`config.mk`:
```
export PLATFORM = sky130hd
export DESIGN_NAME = cache_maint_unit
export DESIGN_NICKNAME = d
export VERILOG_FILES = /design/src/cache_op_pkg.sv /design/src/cache_maint_unit.sv
export SDC_FILE = /design/constraint.sdc
export NUM_CORES = 1
export LEC_CHECK = 0
export BUFFER_PORTS_ARGS = -buffer_cell sky130_fd_sc_hd__buf_4
export CORE_MARGIN = 2
export CORE_UTILIZATION = 35
export CTS_CLUSTER_SIZE = 14
export DETAILED_ROUTE_END_ITERATION = 7
export PLACE_DENSITY = 0.56
export SYNTH_ARGS = -nofsm -noshare
export SYNTH_HDL_FRONTEND = slang
export SYNTH_SLANG_ARGS = --single-unit
```
`constraint.sdc`:
```
create_clock -name SYS_CLK -period 16.4 [get_ports SYS_CLK]
set_input_delay 1.64 -clock SYS_CLK [delete_from_list [all_inputs] [get_ports SYS_CLK]]
set_output_delay 1.64 -clock SYS_CLK [all_outputs]
set_load 0.05 [all_outputs]
```
`src/cache_op_pkg.sv`:
```
// constants, types and register map of the cache maintenance unit
//
// What this block does
// - address is base plus sign-extended 16-bit offset
// - virtual cache: effective address addresses cache for address ops
// - physical cache: translated address addresses cache, for index ops only with CTL_XLATE_INDEX_BIT set
// - index ops take way and set from address
// - direct-mapped cache ignores the way field
// - translation faults carry the load cause
// - never modified fault nor store cause
// - any byte alignment, no alignment fault
// - writeback cache or bus error: cache error
// - failed fill bus transfer raises bus error
// - protected kernel region may raise address error
// - bits 17:16 select the target cache
// - bits 20:18 select the operation
// - index invalidate on instruction cache clears block
// - dirty write-back block written back, then invalidated
// - write-through index invalidate skips writeback
// - load tag fills holding registers, no error
// - store tag writes tag from holding registers, no error
// - operation three is implementation defined
// - hit invalidate only on matching block
// - hit writeback invalidate writes back, invalidates
// - hit writeback cleans dirty block, stays valid
// - fetch and lock fills if missing, locks
// - unusable coprocessor raises unusable fault
`default_nettype none
package cache_op_pkg;
   // ***************************************************
   // instruction fields
   // ***************************************************
   localparam int OFFSET_LSB = 0;
   localparam int OFFSET_W = 16;
   localparam int SEL_LSB = 16;
   localparam int OP_LSB = 18;

   typedef enum logic [1:0] {
      SEL_PRI_INSTR = 2'h0,
      SEL_PRI_DATA = 2'h1,
      SEL_TERTIARY = 2'h2,
      SEL_SECONDARY = 2'h3
   } cache_sel_t;

   typedef enum logic [2:0] {
      OP_INDEX_INV = 3'h0,
      OP_LOAD_TAG = 3'h1,
      OP_STORE_TAG = 3'h2,
      OP_IMPL_DEF = 3'h3,
      OP_HIT_INV = 3'h4,
      OP_HIT_WB_INV = 3'h5,
      OP_HIT_WB = 3'h6,
      OP_FETCH_LOCK = 3'h7
   } cache_op_t;

   typedef enum logic [2:0] {
      EXC_NONE = 3'h0,
      EXC_COP_UNUSABLE = 3'h1,
      EXC_ADDR_LOAD = 3'h2,
      EXC_TLB_REFILL = 3'h3,
      EXC_TLB_INVALID = 3'h4,
      EXC_CACHE_ERR = 3'h5,
      EXC_BUS_ERR = 3'h6
   } exc_kind_t;

   // ***************************************************
   // tag array port
   // ***************************************************
   typedef enum logic [1:0] {
      TC_READ = 2'h0,
      TC_LOOKUP = 2'h1,
      TC_WRITE = 2'h2
   } tag_cmd_t;

   // low word layout is the tag low holding register layout
   typedef struct packed {
      logic [31:0] hi;
      logic [23:0] ptag;
      logic valid;
      logic dirty;
      logic lock;
      logic [4:0] rsvd;
   } tag_entry_t;

   typedef struct packed {
      tag_cmd_t cmd;
      cache_sel_t sel;
      logic [3:0] way;
      logic [15:0] index;
      logic [31:0] addr;
      tag_entry_t entry;
   } tag_req_t;

   typedef struct packed {
      logic hit;
      logic [3:0] way;
      logic cache_err;
      tag_entry_t entry;
      logic [63:0] data;
   } tag_rsp_t;

   // ***************************************************
   // register map
   // ***************************************************
   localparam logic [7:0] REG_TAG_LOW = 8'h00;
   localparam logic [7:0] REG_TAG_HIGH = 8'h04;
   localparam logic [7:0] REG_DATA_LOW = 8'h08;
   localparam logic [7:0] REG_DATA_HIGH = 8'h0c;
   localparam logic [7:0] REG_CONTROL = 8'h10;
   localparam logic [7:0] REG_STATUS = 8'h14;

   localparam int CTL_PRESENT_LSB = 0;
   localparam int CTL_WBACK_LSB = 4;
   localparam int CTL_VIRT_LSB = 8;
   localparam int CTL_KCHK_BIT = 12;
   localparam int CTL_XLATE_VIRT_BIT = 13;
   localparam int CTL_XLATE_INDEX_BIT = 14;
   localparam logic [31:0] CTL_RESET = 32'h000010ef;
   localparam logic [31:0] HOLD_RESET = 32'h00000000;
   localparam int KSEG_BIT = 31;
   localparam int PTAG_LSB = 8;
endpackage : cache_op_pkg
`default_nettype wire
```
`src/cache_maint_unit.sv`:
```
// cache maintenance instruction engine with holding registers
//
// The address map and the address-and-strobe port are this design's own decisions.
`default_nettype none
module cache_maint_unit #(
   parameter int WAY_SIZE_LOG2 = 13,
   parameter int ASSOC = 4,
   parameter int BPT_LOG2 = 5
) (
   // clock and reset
   input wire logic SYS_CLK,
   input wire logic SYS_RST,
   input wire logic CLK_EN,
   // instruction issue
   input wire logic ISSUE_VALID,
   input wire logic [31:0] ISSUE_INSTR,
   input wire logic [31:0] ISSUE_BASE,
   input wire logic COP0_USABLE,
   input wire logic KERNEL_MODE,
   output logic ISSUE_READY,
   output logic DONE,
   output cache_op_pkg::exc_kind_t EXC_KIND,
   output logic EXC_LOAD_CAUSE,
   // address translation
   output logic MMU_REQ,
   output logic [31:0] MMU_VADDR,
   input wire logic MMU_ACK,
   input wire logic [31:0] MMU_PADDR,
   input wire logic MMU_MISS,
   input wire logic MMU_INVALID,
   // tag arrays
   output logic TAG_REQ,
   output cache_op_pkg::tag_req_t TAG_CMD,
   input wire logic TAG_ACK,
   input wire cache_op_pkg::tag_rsp_t TAG_RSP,
   // memory bus
   output logic MEM_REQ,
   output logic MEM_WR,
   output logic [31:0] MEM_ADDR,
   input wire logic MEM_ACK,
   input wire logic MEM_ERR,
   // register port
   input wire logic [7:0] REG_ADDR,
   input wire logic [31:0] REG_WDATA,
   input wire logic REG_WR,
   input wire logic REG_RD,
   output logic [31:0] REG_RDATA
);
   import cache_op_pkg::*;

   // ***************************************************
   // state and storage
   // ***************************************************
   typedef enum logic [2:0] {
      ST_IDLE = 3'h0,
      ST_XLATE = 3'h1,
      ST_TAG = 3'h2,
      ST_WBACK = 3'h3,
      ST_FILL = 3'h4,
      ST_UPDATE = 3'h5,
      ST_FINISH = 3'h6
   } state_t;

   state_t state_q;
   cache_sel_t sel_q;
   cache_op_t op_q;
   logic [31:0] ea_q;
   logic [31:0] caddr_q;
   logic [3:0] way_q;
   logic [15:0] index_q;
   tag_entry_t new_q;
   logic fill_after_wb_q;
   exc_kind_t exc_q;
   logic [31:0] ctl_q;
   logic [31:0] tag_low_q;
   logic [31:0] tag_high_q;
   logic [31:0] data_low_q;
   logic [31:0] data_high_q;
   logic load_tag_done;

   // ***************************************************
   // decode of the incoming instruction
   // ***************************************************
   logic [31:0] ea_d;
   cache_sel_t sel_d;
   cache_op_t op_d;
   logic addr_op_d;
   logic virt_d;
   logic take;

   assign ea_d = ISSUE_BASE + {{16{ISSUE_INSTR[OFFSET_W-1]}},
                 ISSUE_INSTR[OFFSET_LSB +: OFFSET_W]};
   assign sel_d = cache_sel_t'(ISSUE_INSTR[SEL_LSB +: 2]);
   assign op_d = cache_op_t'(ISSUE_INSTR[OP_LSB +: 3]);
   assign addr_op_d = op_d[2];
   assign virt_d = ctl_q[CTL_VIRT_LSB + 32'(sel_d)];
   assign take = CLK_EN && ISSUE_VALID && ISSUE_READY;

   // way and set fields of an address for index operations
   function automatic logic [3:0] way_of(input logic [31:0] a);
      logic [31:0] w;
      w = a >> WAY_SIZE_LOG2;
      if (ASSOC <= 1)
      begin
         way_of = 4'h0;
      end
      else
      begin
         way_of = 4'(w & 32'(ASSOC - 1));
      end
   endfunction : way_of

   function automatic logic [15:0] index_of(input logic [31:0] a);
      logic [31:0] m;
      m = (32'h1 << (WAY_SIZE_LOG2 - BPT_LOG2)) - 32'h1;
      index_of = 16'((a >> BPT_LOG2) & m);
   endfunction : index_of

   // ***************************************************
   // per-op view of the tag answer
   // ***************************************************
   logic dirty_line;
   logic hit;
   logic wb_go;
   logic [31:0] victim_addr;

   assign dirty_line = ctl_q[CTL_WBACK_LSB + 32'(sel_q)]
                       && TAG_RSP.entry.valid && TAG_RSP.entry.dirty;
   assign hit = TAG_RSP.hit;
   // the op must write the dirty victim back before it goes on
   assign wb_go = dirty_line && (op_q == OP_INDEX_INV
                  || (hit && (op_q == OP_HIT_WB_INV || op_q == OP_HIT_WB))
                  || (!hit && op_q == OP_FETCH_LOCK));
   assign victim_addr = {TAG_RSP.entry.ptag, 8'h00};

   // ***************************************************
   // sequencer
   // ***************************************************
   always_ff @(posedge SYS_CLK or posedge SYS_RST)
   begin
      if (SYS_RST)
      begin
         state_q <= ST_IDLE;
         sel_q <= SEL_PRI_INSTR;
         op_q <= OP_INDEX_INV;
         ea_q <= 32'h00000000;
         caddr_q <= 32'h00000000;
         way_q <= 4'h0;
         index_q <= 16'h0000;
         new_q <= '0;
         fill_after_wb_q <= 1'b0;
         exc_q <= EXC_NONE;
      end
      else if (CLK_EN)
      begin
         case (state_q)
            ST_IDLE:
            begin
               if (take)
               begin
                  sel_q <= sel_d;
                  op_q <= op_d;
                  ea_q <= ea_d;
                  caddr_q <= ea_d;
                  way_q <= way_of(ea_d);
                  index_q <= index_of(ea_d);
                  exc_q <= EXC_NONE;
                  fill_after_wb_q <= 1'b0;
                  if (!COP0_USABLE)
                  begin
                     exc_q <= EXC_COP_UNUSABLE;
                     state_q <= ST_FINISH;
                  end
                  else if (ctl_q[CTL_KCHK_BIT] && !KERNEL_MODE
                           && ea_d[KSEG_BIT])
                  begin
                     exc_q <= EXC_ADDR_LOAD;
                     state_q <= ST_FINISH;
                  end
                  else if (!ctl_q[CTL_PRESENT_LSB + 32'(sel_d)]
                           || op_d == OP_IMPL_DEF)
                  begin
                     state_q <= ST_FINISH;
                  end
                  else if (addr_op_d && virt_d
                           && !ctl_q[CTL_XLATE_VIRT_BIT])
                  begin
                     state_q <= ST_TAG;
                  end
                  else if (!addr_op_d && !ctl_q[CTL_XLATE_INDEX_BIT])
                  begin
                     state_q <= ST_TAG;
                  end
                  else
                  begin
                     state_q <= ST_XLATE;
                  end
               end
            end
            ST_XLATE:
            begin
               if (MMU_ACK && (MMU_MISS || MMU_INVALID))
               begin
                  // both faults carry the load cause
                  exc_q <= MMU_MISS ? EXC_TLB_REFILL
                                    : EXC_TLB_INVALID;
                  state_q <= ST_FINISH;
               end
               else if (MMU_ACK)
               begin
                  // virtual caches keep the effective address for address ops (op bit 2)
                  if (!(op_q[2] && ctl_q[CTL_VIRT_LSB + 32'(sel_q)]))
                  begin
                     caddr_q <= MMU_PADDR;
                     way_q <= way_of(MMU_PADDR);
                     index_q <= index_of(MMU_PADDR);
                  end
                  state_q <= ST_TAG;
               end
            end
            ST_TAG:
            begin
               if (TAG_ACK)
               begin
                  if (op_q[2])
                  begin
                     way_q <= TAG_RSP.way;
                  end
                  new_q <= TAG_RSP.entry;
                  new_q.valid <= 1'b0;
                  state_q <= ST_UPDATE;
                  case (op_q)
                     OP_INDEX_INV, OP_HIT_INV, OP_HIT_WB_INV:
                     begin
                        if (op_q[2] && !hit)
                        begin
                           state_q <= ST_FINISH;
                        end
                     end
                     OP_HIT_WB:
                     begin
                        new_q.valid <= 1'b1;
                        new_q.dirty <= 1'b0;
                        if (!(hit && dirty_line))
                        begin
                           state_q <= ST_FINISH;
                        end
                     end
                     OP_FETCH_LOCK:
                     begin
                        new_q.valid <= 1'b1;
                        new_q.lock <= 1'b1;
                        if (!hit)
                        begin
                           new_q.ptag <= caddr_q[31:PTAG_LSB];
                           new_q.dirty <= 1'b0;
                           fill_after_wb_q <= 1'b1;
                           state_q <= ST_FILL;
                        end
                     end
                     default:
                     begin
                        state_q <= ST_FINISH;
                     end
                  endcase
                  // an unreadable victim leaves the line untouched
                  if (wb_go && TAG_RSP.cache_err)
                  begin
                     exc_q <= EXC_CACHE_ERR;
                     state_q <= ST_FINISH;
                  end
                  else if (wb_go)
                  begin
                     state_q <= ST_WBACK;
                  end
               end
            end
            ST_WBACK, ST_FILL:
            begin
               if (MEM_ACK && MEM_ERR)
               begin
                  // failed writeback is a cache error, failed fill a bus one
                  exc_q <= state_q == ST_WBACK ? EXC_CACHE_ERR
                                               : EXC_BUS_ERR;
                  state_q <= ST_FINISH;
               end
               else if (MEM_ACK)
               begin
                  state_q <= state_q == ST_WBACK && fill_after_wb_q
                             ? ST_FILL : ST_UPDATE;
               end
            end
            ST_UPDATE:
            begin
               if (TAG_ACK)
               begin
                  state_q <= ST_FINISH;
               end
            end
            ST_FINISH:
            begin
               state_q <= ST_IDLE;
            end
            default:
            begin
               state_q <= ST_IDLE;
            end
         endcase
      end
   end

   assign load_tag_done = CLK_EN && state_q == ST_TAG && TAG_ACK
                          && op_q == OP_LOAD_TAG;

   // ***************************************************
   // port flops
   // ***************************************************
   always_ff @(posedge SYS_CLK or posedge SYS_RST)
   begin
      if (SYS_RST)
      begin
         ISSUE_READY <= 1'b0;
         DONE <= 1'b0;
         EXC_KIND <= EXC_NONE;
         EXC_LOAD_CAUSE <= 1'b0;
      end
      else if (CLK_EN)
      begin
         ISSUE_READY <= (state_q == ST_IDLE && !take)
                        || state_q == ST_FINISH;
         DONE <= state_q == ST_FINISH;
         EXC_KIND <= state_q == ST_FINISH ? exc_q : EXC_NONE;
         EXC_LOAD_CAUSE <= state_q == ST_FINISH
                           && (exc_q == EXC_TLB_REFILL
                           || exc_q == EXC_TLB_INVALID
                           || exc_q == EXC_ADDR_LOAD);
      end
   end

   always_ff @(posedge SYS_CLK or posedge SYS_RST)
   begin
      if (SYS_RST)
      begin
         MMU_REQ <= 1'b0;
         MMU_VADDR <= 32'h00000000;
      end
      else if (CLK_EN)
      begin
         MMU_REQ <= state_q == ST_XLATE && !MMU_ACK;
         MMU_VADDR <= ea_q;
      end
   end

   always_ff @(posedge SYS_CLK or posedge SYS_RST)
   begin
      if (SYS_RST)
      begin
         TAG_REQ <= 1'b0;
         TAG_CMD <= '0;
      end
      else if (CLK_EN)
      begin
         TAG_REQ <= (state_q == ST_TAG || state_q == ST_UPDATE)
                    && !TAG_ACK;
         TAG_CMD.sel <= sel_q;
         TAG_CMD.way <= way_q;
         TAG_CMD.index <= index_q;
         TAG_CMD.addr <= caddr_q;
         if (state_q == ST_UPDATE)
         begin
            TAG_CMD.cmd <= TC_WRITE;
            TAG_CMD.entry <= new_q;
         end
         else if (op_q == OP_STORE_TAG)
         begin
            TAG_CMD.cmd <= TC_WRITE;
            TAG_CMD.entry <= {tag_high_q, tag_low_q};
         end
         else
         begin
            TAG_CMD.cmd <= op_q[2] ? TC_LOOKUP : TC_READ;
            TAG_CMD.entry <= '0;
         end
      end
   end

   always_ff @(posedge SYS_CLK or posedge SYS_RST)
   begin
      if (SYS_RST)
      begin
         MEM_REQ <= 1'b0;
         MEM_WR <= 1'b0;
         MEM_ADDR <= 32'h00000000;
      end
      else if (CLK_EN)
      begin
         MEM_REQ <= (state_q == ST_WBACK || state_q == ST_FILL)
                    && !MEM_ACK;
         MEM_WR <= state_q == ST_WBACK;
         if (state_q == ST_TAG && TAG_ACK)
         begin
            // writeback goes to the address held in the tag
            MEM_ADDR <= victim_addr;
         end
         else if (state_q == ST_FILL)
         begin
            MEM_ADDR <= {caddr_q[31:PTAG_LSB], 8'h00};
         end
      end
   end

   // ***************************************************
   // holding and control registers
   // ***************************************************
   always_ff @(posedge SYS_CLK or posedge SYS_RST)
   begin
      if (SYS_RST)
      begin
         tag_low_q <= HOLD_RESET;
         tag_high_q <= HOLD_RESET;
         data_low_q <= HOLD_RESET;
         data_high_q <= HOLD_RESET;
      end
      else if (load_tag_done)
      begin
         tag_low_q <= TAG_RSP.entry[31:0];
         tag_high_q <= TAG_RSP.entry.hi;
         data_low_q <= TAG_RSP.data[31:0];
         data_high_q <= TAG_RSP.data[63:32];
      end
      else if (CLK_EN && REG_WR)
      begin
         case (REG_ADDR)
            REG_TAG_LOW: tag_low_q <= REG_WDATA;
            REG_TAG_HIGH: tag_high_q <= REG_WDATA;
            REG_DATA_LOW: data_low_q <= REG_WDATA;
            REG_DATA_HIGH: data_high_q <= REG_WDATA;
            default: ;
         endcase
      end
   end

   always_ff @(posedge SYS_CLK or posedge SYS_RST)
   begin
      if (SYS_RST)
      begin
         ctl_q <= CTL_RESET;
      end
      else if (CLK_EN && REG_WR && REG_ADDR == REG_CONTROL)
      begin
         ctl_q <= {17'h00000, REG_WDATA[14:0]};
      end
   end

   always_ff @(posedge SYS_CLK or posedge SYS_RST)
   begin
      if (SYS_RST)
      begin
         REG_RDATA <= 32'h00000000;
      end
      else if (CLK_EN)
      begin
         REG_RDATA <= 32'h00000000;
         if (REG_RD)
         begin
            case (REG_ADDR)
               REG_TAG_LOW: REG_RDATA <= tag_low_q;
               REG_TAG_HIGH: REG_RDATA <= tag_high_q;
               REG_DATA_LOW: REG_RDATA <= data_low_q;
               REG_DATA_HIGH: REG_RDATA <= data_high_q;
               REG_CONTROL: REG_RDATA <= ctl_q;
               REG_STATUS: REG_RDATA <= {20'h00000, op_q, sel_q,
                  state_q != ST_IDLE, state_q, exc_q};
               default: REG_RDATA <= 32'h00000000;
            endcase
         end
      end
   end
endmodule : cache_maint_unit
`default_nettype wire

```
==> out/qor_table.md, run 1 <==
| Stage | Parameter | This run |
|---|---|---|
| logic synthesis | Post-synth top flop | dfrtp_1 |
| detailed routing | Mean routed wirelength per cell | 23.0 um |
| logic synthesis | Simple-gate portion of the synthesized area | 10.9% |
| cells and area | Number of flip-flops under the largest register name | 104 |
| logic synthesis | Dominant cell type by area after synthesis | dfrtp_1 |
| cells and area | Final instance count without filler cells | 3611 |
| sta | Total negative slack | 0 ns |
| die | Horizontal extent of the die | 265 um |
| placement | Placed Cells incl. Taps | 3502 |
| sta | Transition at the pin with the smallest max-transition slack | 1.27 ns |
| detailed routing | Detailed-route vias per instance | 5.43 |
| cells and area | Highest-count cells in the layout ignoring fill and taps | buf_4, dfrtp_1, nor2_1, a21oi_1, mux2i_1 |
| logic synthesis | Async SR Flop Fraction | 100% |
| logic synthesis | Fraction of the mapped netlist area in adder cells | 1.71% |
| placement | Final weighted congestion in routability-driven placement | 0.914 |
| logic synthesis | Mean cell area of the mapped netlist | 10.4 sq um |
| global routing | Overall routing resource usage | 23.0% |
| cells and area | Layout overhead on the synthesized area | 25.8% |
| cells and area | Combined area of the multi-input logic cells | 10800 sq um |
| critical path | Worst setup slack for register-to-register paths | 11.00 ns |
| logic synthesis | Cell area after synthesis | 23900 sq um |
| sta | Fmax | 185 MHz |
| die | Boundary Pins | 510 |
| die | Initial Utilization | 35.5% |
| global routing | Largest net degree at the start of global routing | 110 |
| critical path | Worst Reg-to-Reg Cells | 9 |
| flow run | # Max-Cap Violations | 0 |
| clocking | Buffer levels on the longest clock path | 3 |
| cells and area | Number of nets in the final layout | 3004 |
| global routing | Via count of the first global-routing pass | 19600 |
| pwr | Post-layout power | 0.00545 W |
| detailed routing | Initial drt markers | 1608 |
| pwr | Standby leakage power | 14.2 nW |
| clocking | Number of buffers inserted during clock tree synthesis | 57 |
| die | Floorplan die height | 265 um |
| sta | Setup violations, final | 0 |
| cells and area | Largest registers ranked by flip-flop count | TAG_CMD (104), new_q (64) |
| detailed routing | Remaining routing DRC violations | 0 |
| logic synthesis | EDFF count, synth | 0 |
| critical path | Worst Setup End Kind | flip-flop |
| logic synthesis | Synth top area cells | dfrtp_1, mux2i_1, mux2_2 |
| detailed routing | Count of nets left with antenna violations after detail routing | 0 |
| logic synthesis | Compound-cell area share of the yosys netlist | 15.4% |
| sta | Slew Limit Headroom | 14.7% |
| die | Number of cell rows | 95 |
| detailed routing | Number of optimization iterations in the first detailed-route pass | 5 |
| clocking | Postcts setup bufs | 0 |
| die | Core area | 67400 sq um |
| critical path | Worst path arrival time | 5.85 ns |
| outcome | Run status | finished, final reports clean |
| sta | Number of failing hold endpoints at the final stage | 0 |
| critical path | FF-to-FF Start | state_q[1]$_DFFE_PP0P_ |
| critical path | Setup crit end | data_high_q[25]$_DFFE_PP0P_ |
| clocking | CTS Sinks | 489 |
| logic synthesis | Area share of the largest cell type after synthesis | 50.3% |
| critical path | Data required time of the critical path | 16.86 ns |
| critical path | Terminus of the critical flop-to-flop path | data_high_q[25]$_DFFE_PP0P_ |
| clocking | CTS tree | built |
| cells and area | Most common library cell in the layout ignoring fill and taps | buf_4 |
| cells and area | Sequential standard cell area | 12200 sq um |
| logic synthesis | Number of different library cells in the post-synthesis netlist | 75 |
| global routing | First-pass GRT wire length | 124000 um |
| sta | Fin crit share | 32.9% |
| cells and area | Layout cells sized above 1 | 29.1% |
| logic synthesis | Dominant combinational cell family by area after synthesis | multiplexers |
| sta | Minimum clock period | 5.40 ns |
| die | Full die area | 70400 sq um |
| placement | Half-perimeter wire length after placement | 60400 um |
| placement | Count of input and output buffers | 482 |
| pwr | Max VDD drop | 0.150 mV |
| cells and area | Count of fill cells added during filler insertion | 6389 |
| clocking | Root buffer cell | clkbuf_16 |
| logic synthesis | Post-synthesis instance total | 2301 |
| detailed routing | Total via count after detailed routing | 19600 |
| clocking | Later-pin clock latency in the skew report | 0.63 ns |
| min path | HP Class | reg2reg |
| detailed routing | Post-detailed-routing wire length | 83100 um |
| logic synthesis | Share of the synthesized netlist area taken by xor and xnor gates | 0.916% |
| clocking | Post-CTS Resized | 0 |
| logic synthesis | Sequential area share after synthesis | 51.2% |
| logic synthesis | Total number of yosys warnings | 0 |
| critical path | Critical setup path kind | reg2reg |
| global routing | Initial antenna violation count | 4 |
| logic synthesis | Number of storage elements in the synthesis netlist | 489 |
| global routing | Gr ovfl total | 0 |
| critical path | Critical Path Start | state_q[1]$_DFFE_PP0P_ |
| critical path | Critical-path maximum fanout | 109 |
| sta | RSZ-0062 raised after global routing | false |
| clocking | Clk pin slew, worst setup/hold paths | 0.06 ns |
| critical path | Launching element type of the critical path | flip-flop |
| logic synthesis | Share of synthesized area spent on multiplexers | 15.9% |
| clocking | Number of buffers inserted for hold repair after clock tree synthesis | 0 |
| pwr | Total power divided by cell area | 181 nW/um^2 |
| sta | Final setup skew | 0.0245 ns |
| sta | Fin. max-slew vios | 0 |
| clocking | H-tree lvl count | 2 |
| cells and area | Register ranked first by flip-flop count | TAG_CMD |
## worst min path at each step
stage                               from                         to  slack (ns)  depth (start not counted)
2_1_floorplan       ea_q[28]$_DFFE_PP0P_       ea_q[28]$_DFFE_PP0P_        0.43                          2
3_3_place_gp         ea_q[0]$_DFFE_PP0P_        ea_q[0]$_DFFE_PP0P_        0.45                          2
3_5_place_dp         ea_q[1]$_DFFE_PP0P_        ea_q[1]$_DFFE_PP0P_        0.46                          2
4_1_cts              ea_q[1]$_DFFE_PP0P_        ea_q[1]$_DFFE_PP0P_        0.48                          2
5_1_grt        REG_RDATA[26]$_DFFE_PP0P_  REG_RDATA[26]$_DFFE_PP0P_        0.51                          1
6_report             ea_q[1]$_DFFE_PP0P_        ea_q[1]$_DFFE_PP0P_        0.47                          2
## cells by family after synthesis
| family | count (synthesis) |
|---|---|
| buffers and inverters | 212 |
| xor gates and xnor gates | 25 |
| muxes | 349 |
| adders and majority gates | 32 |
| and+or+nand+nor | 623 |
| AOI/OAI and AO/OA | 570 |
| DFF | 489 |
| other | 1 |
## synthesized netlist by cell type (13+ instances only)
library cell	n
a21o_1	18
a21oi_1	219
a221oi_1	90
a22o_1	18
a31oi_1	15
buf_2	55
buf_4	24
clkbuf_1	103
dfrtp_1	481
ha_1	31
inv_1	17
mux2_2	139
mux2i_1	199
nand2_1	184
nand2b_1	14
nand3_1	17
nor2_1	337
nor3_1	13
o21ai_0	88
o21ai_1	18
o2bb2ai_1	27
xnor2_1	19
## metal layers
| layer | up-vias | wire length, um | global-route usage, % |
|---|---|---|---|
| met1 | 9779 | 37200 | 32.5 |
| met4 | 0 | 1820 | 5.86 |
| met2 | 714 | 37600 | 35.6 |
| met3 | 112 | 6490 | 5.23 |
| li1 | 8999 | - | - |
| met5 | - | 0 | 0 |
## through the flow
step | area (sq um) | setup WS (ns) | hold slack [ns] | util [%]
floorplan | 24000 | 1.13 | 0.433 | -
global placement | 28100 | 10.78 | 0.454 | 41.6
finish | 30100 | 11.00 | 0.474 | 44.7
global route | 30100 | 10.57 | 0.505 | 44.7
detailed placement | 28100 | 10.73 | 0.460 | 41.6
CTS | 30100 | 11.01 | 0.475 | 44.6
## power breakdown
group | switching (W) | total, W | internal, W
Clock | 0.000539 | 0.00136 | 0.000819
Sequential | 0.000399 | 0.00209 | 0.00169
Combinational | 0.00128 | 0.00201 | 0.000724
## area by class of cell
type	instances	area share (%)
Tap cell	873	3.63
Inverter	19	0.270
Timing Repair Buffer	506	12.6
Clock buffer	82	5.68
Clock inverter	24	1.08
Antenna cell	3	0.0249
Sequential cell	489	40.7
Multi-Input combinational cell	1615	36.0
## critical path: stages (launching register included)
cell     delay [ns]
dfrtp_1        0.86
nor2b_2        0.43
nand2_1        0.30
nor2_4         0.80
nand2_4        0.43
or4_4          0.89
buf_4          0.49
buf_4          0.53
nor2_1         0.26
a21oi_1        0.07
No activity file was read; power rests on OpenSTA's default activity.
==> run 2: changes to the inputs <==
- clock period: 16.4 -> 5.25 ns (I/O delays scaled with it)
==> out/qor_table.md, run 2 (synthesis results as in run 1) <==
| Stage | Parameter | This run | Delta |
|---|---|---|---|
| outcome | Run status | finished, final reports clean |  |
| sta | Final setup skew | 0.0178 ns | -0.00674 ns |
| clocking | Buffer levels on the longest clock path | 3 | unchanged |
| cells and area | Final instance count without filler cells | 3612 | +0.028% |
| cells and area | Highest-count cells in the layout ignoring fill and taps | buf_4, dfrtp_1, nor2_1, a21oi_1, mux2i_1 |  |
| pwr | Combinational cell fraction of total power | 37.4% | +0.6 points |
| critical path | Crit path largest cell delay | 0.87 ns | -0.02 ns |
| die | Core area | 67400 sq um | unchanged |
| flow run | # Max-Cap Violations | 0 | unchanged |
| clocking | CTS tree | built |  |
| sta | Fin crit share | 81.2% | +48 points |
| cells and area | Layout cells sized above 1 | 29.0% | -0.094 points |
| pwr | Switching power as a share of total power | 41.2% | +0.50 points |
| pwr | Relative contribution of sequential cells to total power | 39.0% | +0.7 points |
| die | Horizontal extent of the die | 265 um | unchanged |
| die | Boundary Pins | 510 | unchanged |
| critical path | Critical setup path kind | reg2reg |  |
| pwr | Total power divided by cell area | 559 nW/um^2 | +210% |
| min path | HP Class | in2reg |  |
| placement | Final weighted congestion in routability-driven placement | 0.910 | -0.42% |
| sta | Number of failing hold endpoints at the final stage | 0 | unchanged |
| die | Full die area | 70400 sq um | unchanged |
| sta | Transition at the pin with the smallest max-transition slack | 1.27 ns | -0.00237 ns |
| clocking | H-tree lvl count | 2 | unchanged |
| die | Floorplan die height | 265 um | unchanged |
| critical path | Slowest-stage cell, CP | dfrtp_1 |  |
| detailed routing | Mean routed wirelength per cell | 23.1 um | +0.63% |
| critical path | Worst setup slack for register-to-register paths | 0.99 ns | -10.02 ns |
| pwr | Power Internal | 0.00986 W | +210% |
| clocking | Postcts setup bufs | 0 | unchanged |
| die | Number of cell rows | 95 | unchanged |
| detailed routing | Total via count after detailed routing | 19500 | -0.47% |
| clocking | CTS Sinks | 489 | unchanged |
| cells and area | Largest registers ranked by flip-flop count | TAG_CMD (104), new_q (64) |  |
| cells and area | Register ranked first by flip-flop count | TAG_CMD |  |
| cells and area | Count of fill cells added during filler insertion | 6452 | +0.99% |
| clocking | Number of buffers inserted for hold repair after clock tree synthesis | 0 | unchanged |
| pwr | Switching power | 0.00692 W | +210% |
| placement | Placed Cells incl. Taps | 3509 | +0.20% |
| detailed routing | Number of optimization iterations in the first detailed-route pass | 7 | +2 |
| pwr | Clk pwr share | 23.6% | -1.3 points |
| detailed routing | Remaining routing DRC violations | 0 | unchanged |
| critical path | Worst path arrival time | 4.71 ns | -1.14 ns |
| critical path | Worst Setup End Kind | flip-flop |  |
| clocking | Clk pin slew, worst setup/hold paths | 0.06 ns | about the same |
| placement | Half-perimeter wire length after placement | 61500 um | +1.9% |
| critical path | Data required time of the critical path | 5.69 ns | -11.17 ns |
| pwr | Standby leakage power | 14.2 nW | -0.28% |
| cells and area | Layout overhead on the synthesized area | 25.6% |  |
| pwr | Max VDD drop | 0.383 mV | +160% |
| cells and area | Number of nets in the final layout | 3009 | +0.17% |
| cells and area | Combined area of the multi-input logic cells | 10800 sq um | unchanged |
| global routing | Largest net degree at the start of global routing | 257 | +130% |
| sta | Minimum clock period | 4.26 ns | -1.13 ns |
| critical path | Critical-path maximum fanout | 256 | +130% |
| clocking | Post-CTS Resized | 0 | unchanged |
| placement | Count of input and output buffers | 482 | unchanged |
| detailed routing | Initial drt markers | 1721 | +7.0% |
| sta | Fin. max-slew vios | 0 | unchanged |
| global routing | First-pass GRT wire length | 126000 um | +1.4% |
| global routing | Initial antenna violation count | 3 | -1 |
| global routing | Via count of the first global-routing pass | 19800 | +1.3% |
| clocking | Later-pin clock latency in the skew report | 0.62 ns | about the same |
| sta | RSZ-0062 raised after global routing | false |  |
| cells and area | Number of flip-flops under the largest register name | 104 | unchanged |
| critical path | Critical-path cell list | nor2b_2 > nand2_1 > nor2_4 > buf_4 > nand2_4 > or4_4 > buf_12 > nor2_1 > a21oi_1 |  |
| sta | Fmax | 235 MHz | +27% |
| die | Initial Utilization | 35.5% | unchanged |
| cells and area | Sequential standard cell area | 12200 sq um | unchanged |
| global routing | Gr ovfl total | 0 | unchanged |
| clocking | Root buffer cell | clkbuf_16 |  |
| sta | Slew Limit Headroom | 15.6% | +0.86 points |
| cells and area | Most common library cell in the layout ignoring fill and taps | buf_4 |  |
| detailed routing | Detailed-route vias per instance | 5.40 | -0.50% |
| global routing | Overall routing resource usage | 23.3% | +0.35 points |
| detailed routing | Count of nets left with antenna violations after detail routing | 0 | unchanged |
| pwr | Post-layout power | 0.0168 W | +210% |
| clocking | Number of buffers inserted during clock tree synthesis | 55 | -3.5% |
| critical path | Launching element type of the critical path | flip-flop |  |
| detailed routing | Post-detailed-routing wire length | 83600 um | +0.66% |
| sta | Setup violations, final | 0 | unchanged |
[run 2: cell types whose count changed in the layout (fill, tap and decap cells not counted), moves of 3 or more]
cell,delta
clkinv_2,-5
buf_12,+4
bufinv_16,-4
clkbuf_1,+4
buf_4,+3
clkinvlp_4,+3
[run 2: metrics by stage]
stage / instance area (sq um) / setup TNS (ns) / hold WS (ns) / setup WS (ns) / util, %
after global routing: 30000 / 0 / 0.110 / 0.777 / 44.6
after global placement: 28200 / 0 / 0.454 / 1.29 / 41.8
final: 30000 / 0 / 0.132 / 0.987 / 44.6
after detailed placement: 28200 / 0 / 0.461 / 1.23 / 41.8
after floorplan: 24000 / -913.88 / 0.433 / -1.90 / -
after CTS: 30000 / 0 / 0.0933 / 1.22 / 44.6
[run 2: routing by layer]
| metal | track usage (%) | routed length, um | vias to the layer above |
|---|---|---|---|
| met5 | 0 | 12 | - |
| met4 | 5.37 | 1730 | 2 |
| met3 | 5.57 | 6060 | 111 |
| met2 | 37.0 | 38300 | 665 |
| met1 | 32.3 | 37500 | 9736 |
| li1 | - | - | 8998 |
[run 2: layout make-up]
cell class              count  share of cell area [%]
diodes                      2                  0.0167
clock buffers              84                    5.62
clock inverters            17                   0.612
inverters                  19                   0.258
multi-input cells        1615                    36.1
flip-flops and latches    489                    40.8
well taps                 873                    3.64
repair buffers            513                    13.0
[run 2: worst paths after layout]
path / startpoint / cells after the start / end
worst max-delay path: state_q[1]$_DFFE_PP0P_ / 9 / data_low_q[25]$_DFFE_PP0P_
worst min-delay path: MMU_ACK / 2 / MMU_REQ$_DFFE_PP0P_
worst max register to register: state_q[1]$_DFFE_PP0P_ / 9 / data_low_q[25]$_DFFE_PP0P_
worst min register to register: ea_q[1]$_DFFE_PP0P_ / 2 / ea_q[1]$_DFFE_PP0P_
max in group asynchronous: SYS_RST / 3 / data_high_q[3]$_DFFE_PP0P_
min in group asynchronous: SYS_RST / 2 / TAG_CMD[18]$_DFFE_PP0P_
[run 2: power by group through the flow]
stage	logic, W	clock network (W)	registers (W)
after floorplan	0.00285	0	0.00774
after CTS	0.00634	0.00406	0.00653
after global placement	0.00623	0	0.00651
after detailed placement	0.00632	0	0.00658
after global routing	0.00677	0.00419	0.00674
final	0.00628	0.00396	0.00655
[run 2: worst max-delay path, delay by kind of cell (launching register included)]
family,cells,cell delay (ns)
and+or+nand+nor,6,2.11
buffers and inverters,2,0.67
DFF,1,0.87
AOI/OAI and AO/OA,1,0.07
==> run 3: changes to the inputs <==
- PLACE_DENSITY: 0.56 -> 0.58
- clock period: 5.25 -> 3.45 ns (I/O delays scaled with it)
==> out/qor_table.md, run 3 (synthesis results as in run 1) <==
| Stage | Parameter | This run | Delta |
|---|---|---|---|
| die | Core area | 67400 sq um | unchanged |
| cells and area | Highest-count cells in the layout ignoring fill and taps | buf_4, dfrtp_1, nor2_1, a21oi_1, mux2i_1 |  |
| critical path | Launching element type of the critical path | flip-flop |  |
| detailed routing | Post-detailed-routing wire length | 85900 um | +2.8% |
| clocking | H-tree lvl count | 2 | unchanged |
| sta | Transition at the pin with the smallest max-transition slack | 1.07 ns | -0.194 ns |
| detailed routing | Number of optimization iterations in the first detailed-route pass | 6 | -1 |
| die | Number of cell rows | 95 | unchanged |
| die | Boundary Pins | 510 | unchanged |
| clocking | CTS Sinks | 489 | unchanged |
| sta | Slew Limit Headroom | 28.5% | +13 points |
| clocking | CTS tree | built |  |
| sta | Final setup skew | 0.0275 ns | +0.00972 ns |
| placement | Final weighted congestion in routability-driven placement | 0.889 | -2.4% |
| cells and area | Register ranked first by flip-flop count | TAG_CMD |  |
| sta | Minimum clock period | 3.01 ns | -1.25 ns |
| critical path | Critical-path maximum fanout | 6 | -98% |
| placement | Placed cell areas | 28500 sq um | +1.1% |
| clocking | Clk pin slew, worst setup/hold paths | 0.06 ns | about the same |
| cells and area | Final non-filler cell area | 31800 sq um | +5.8% |
| global routing | Gr ovfl total | 0 | unchanged |
| global routing | Overall routing resource usage | 24.0% | +0.63 points |
| sta | Setup violations, final | 0 | unchanged |
| sta | Fin. max-slew vios | 0 | unchanged |
| detailed routing | Mean routed wirelength per cell | 22.7 um | -2.0% |
| pwr | Max VDD drop | 0.643 mV | +68% |
| sta | RSZ-0062 raised after global routing | false |  |
| sta | Post-route worst hold slack | 0.0206 ns | -0.111 ns |
| cells and area | Layout cells sized above 1 | 28.3% | -0.66 points |
| cells and area | Combined area of the multi-input logic cells | 10800 sq um | unchanged |
| sta | Number of failing hold endpoints at the final stage | 0 | unchanged |
| cells and area | Sequential standard cell area | 12200 sq um | unchanged |
| min path | Hold Path Origin | TAG_RSP[43] |  |
| die | Full die area | 70400 sq um | unchanged |
| cells and area | Number of flip-flops under the largest register name | 104 | unchanged |
| die | Initial Utilization | 35.5% | unchanged |
| flow run | # Max-Cap Violations | 0 | unchanged |
| placement | Count of input and output buffers | 482 | unchanged |
| detailed routing | Total via count after detailed routing | 20400 | +4.6% |
| die | Horizontal extent of the die | 265 um | unchanged |
| sta | Fin crit share | 87.4% | +6.2 points |
| placement | Half-perimeter wire length after placement | 63100 um | +2.5% |
| critical path | Data required time of the critical path | 3.92 ns | -1.77 ns |
| detailed routing | Initial drt markers | 1644 | -4.5% |
| global routing | Initial antenna violation count | 4 | +1 |
| outcome | Run status | finished, final reports clean |  |
| critical path | FF-to-FF Start | ctl_q[10]$_DFFE_PP0P_ |  |
| cells and area | Layout overhead on the synthesized area | 32.8% |  |
| clocking | Root buffer cell | clkbuf_16 |  |
| pwr | Standby leakage power | 14.9 nW | +5.3% |
| cells and area | Most common library cell in the layout ignoring fill and taps | buf_4 |  |
| critical path | Critical setup path kind | reg2reg |  |
| clocking | Buffer levels on the longest clock path | 3 | unchanged |
| pwr | Total power divided by cell area | 813 nW/um^2 | +45% |
| detailed routing | Count of nets left with antenna violations after detail routing | 0 | unchanged |
| global routing | Via count of the first global-routing pass | 20900 | +5.6% |
| global routing | Largest net degree at the start of global routing | 93 | -64% |
| die | Floorplan die height | 265 um | unchanged |
| clocking | Postcts setup bufs | 0 | unchanged |
| clocking | Later-pin clock latency in the skew report | 0.62 ns | about the same |
| cells and area | Largest registers ranked by flip-flop count | TAG_CMD (104), new_q (64) |  |
| cells and area | Number of nets in the final layout | 3185 | +5.8% |
| cells and area | Count of fill cells added during filler insertion | 6338 | -1.8% |
| critical path | Worst path arrival time | 3.48 ns | -1.23 ns |
| detailed routing | Detailed-route vias per instance | 5.39 | -0.25% |
| detailed routing | Remaining routing DRC violations | 0 | unchanged |
| critical path | Critical Path Start | ctl_q[10]$_DFFE_PP0P_ |  |
| min path | HP Class | in2reg |  |
| clocking | Number of buffers inserted during clock tree synthesis | 56 | +1.8% |
| global routing | First-pass GRT wire length | 130000 um | +2.8% |
| critical path | Worst Setup End Kind | flip-flop |  |
| sta | Fmax | 332 MHz | +41% |
run 3: cell types whose count changed in the layout (fill, tap and decap cells not counted), sizes merged:
cell,delta
clkinvlp,+2
dlygate4sd3,+141
buf,+34
clkbuf,-4
clkinv,+2
bufinv,+2
run 3: final timing paths:
kind,endpoint,slack [ns],cells past startpoint
worst min-delay path,data_high_q[11]$_DFFE_PP0P_,0.02,3
worst max register to register,caddr_q[18]$_DFFE_PP0P_,0.44,7
worst min register to register,ea_q[4]$_DFFE_PP0P_,0.48,2
max in group asynchronous,data_high_q[24]$_DFFE_PP0P_,1.92,4
worst max-delay path,caddr_q[18]$_DFFE_PP0P_,0.44,7
min in group asynchronous,MMU_VADDR[27]$_DFFE_PP0P_,0.50,3
run 3: metrics by stage:
step	TNS [ns]	std cells	utilization, %	setup slack (ns)	total power [W]
3_5_place_dp	0	3543	42.2	0.310	0.0197
3_3_place_gp	0	3543	42.2	0.318	0.0194
6_report	0	3789	47.1	0.436	0.0258
4_1_cts	0	3787	47.1	0.495	0.0260
2_1_floorplan	-1706.06	2316	-	-3.52	0.0161
5_1_grt	0	3789	47.1	0.299	0.0272
run 3: per-layer routing:
layer,vias up,track usage [%],wire length [um]
met1,10100,33.2,37900
met5,-,0,13
met2,795,38.1,39600
met4,2,6.90,2400
met3,141,4.73,6070
li1,9357,-,-
run 3: cell type report:
cell class / count / area share (%)
diodes: 2 / 0.0158
clock buffers: 80 / 5.05
clock inverters: 23 / 0.882
inverters: 19 / 0.244
multi-input cells: 1615 / 34.1
flip-flops and latches: 489 / 38.6
well taps: 873 / 3.44
repair buffers: 688 / 17.7
run 3: where the power goes:
part           internal [W]  switching [W]  leakage (nW)
Combinational       0.00363        0.00626          8.01
Clock               0.00354        0.00251         0.912
Sequential          0.00803        0.00184          6.01
Total                0.0152         0.0106          14.9
run 3: what timing repair did:
item,CTS,global route
hold buffers,141,0
resized for setup,0,0
endpoints found under the hold margin,193,0
run 3: critical path: stages, from the launching register on:
cell and delay (ns):
dfrtp_1 0.43, mux4_2 0.53, a311oi_1 0.49, nand2_1 0.15, nor2_2 0.48, o221ai_1 0.24, a221oi_1 0.43, nor3_1 0.11
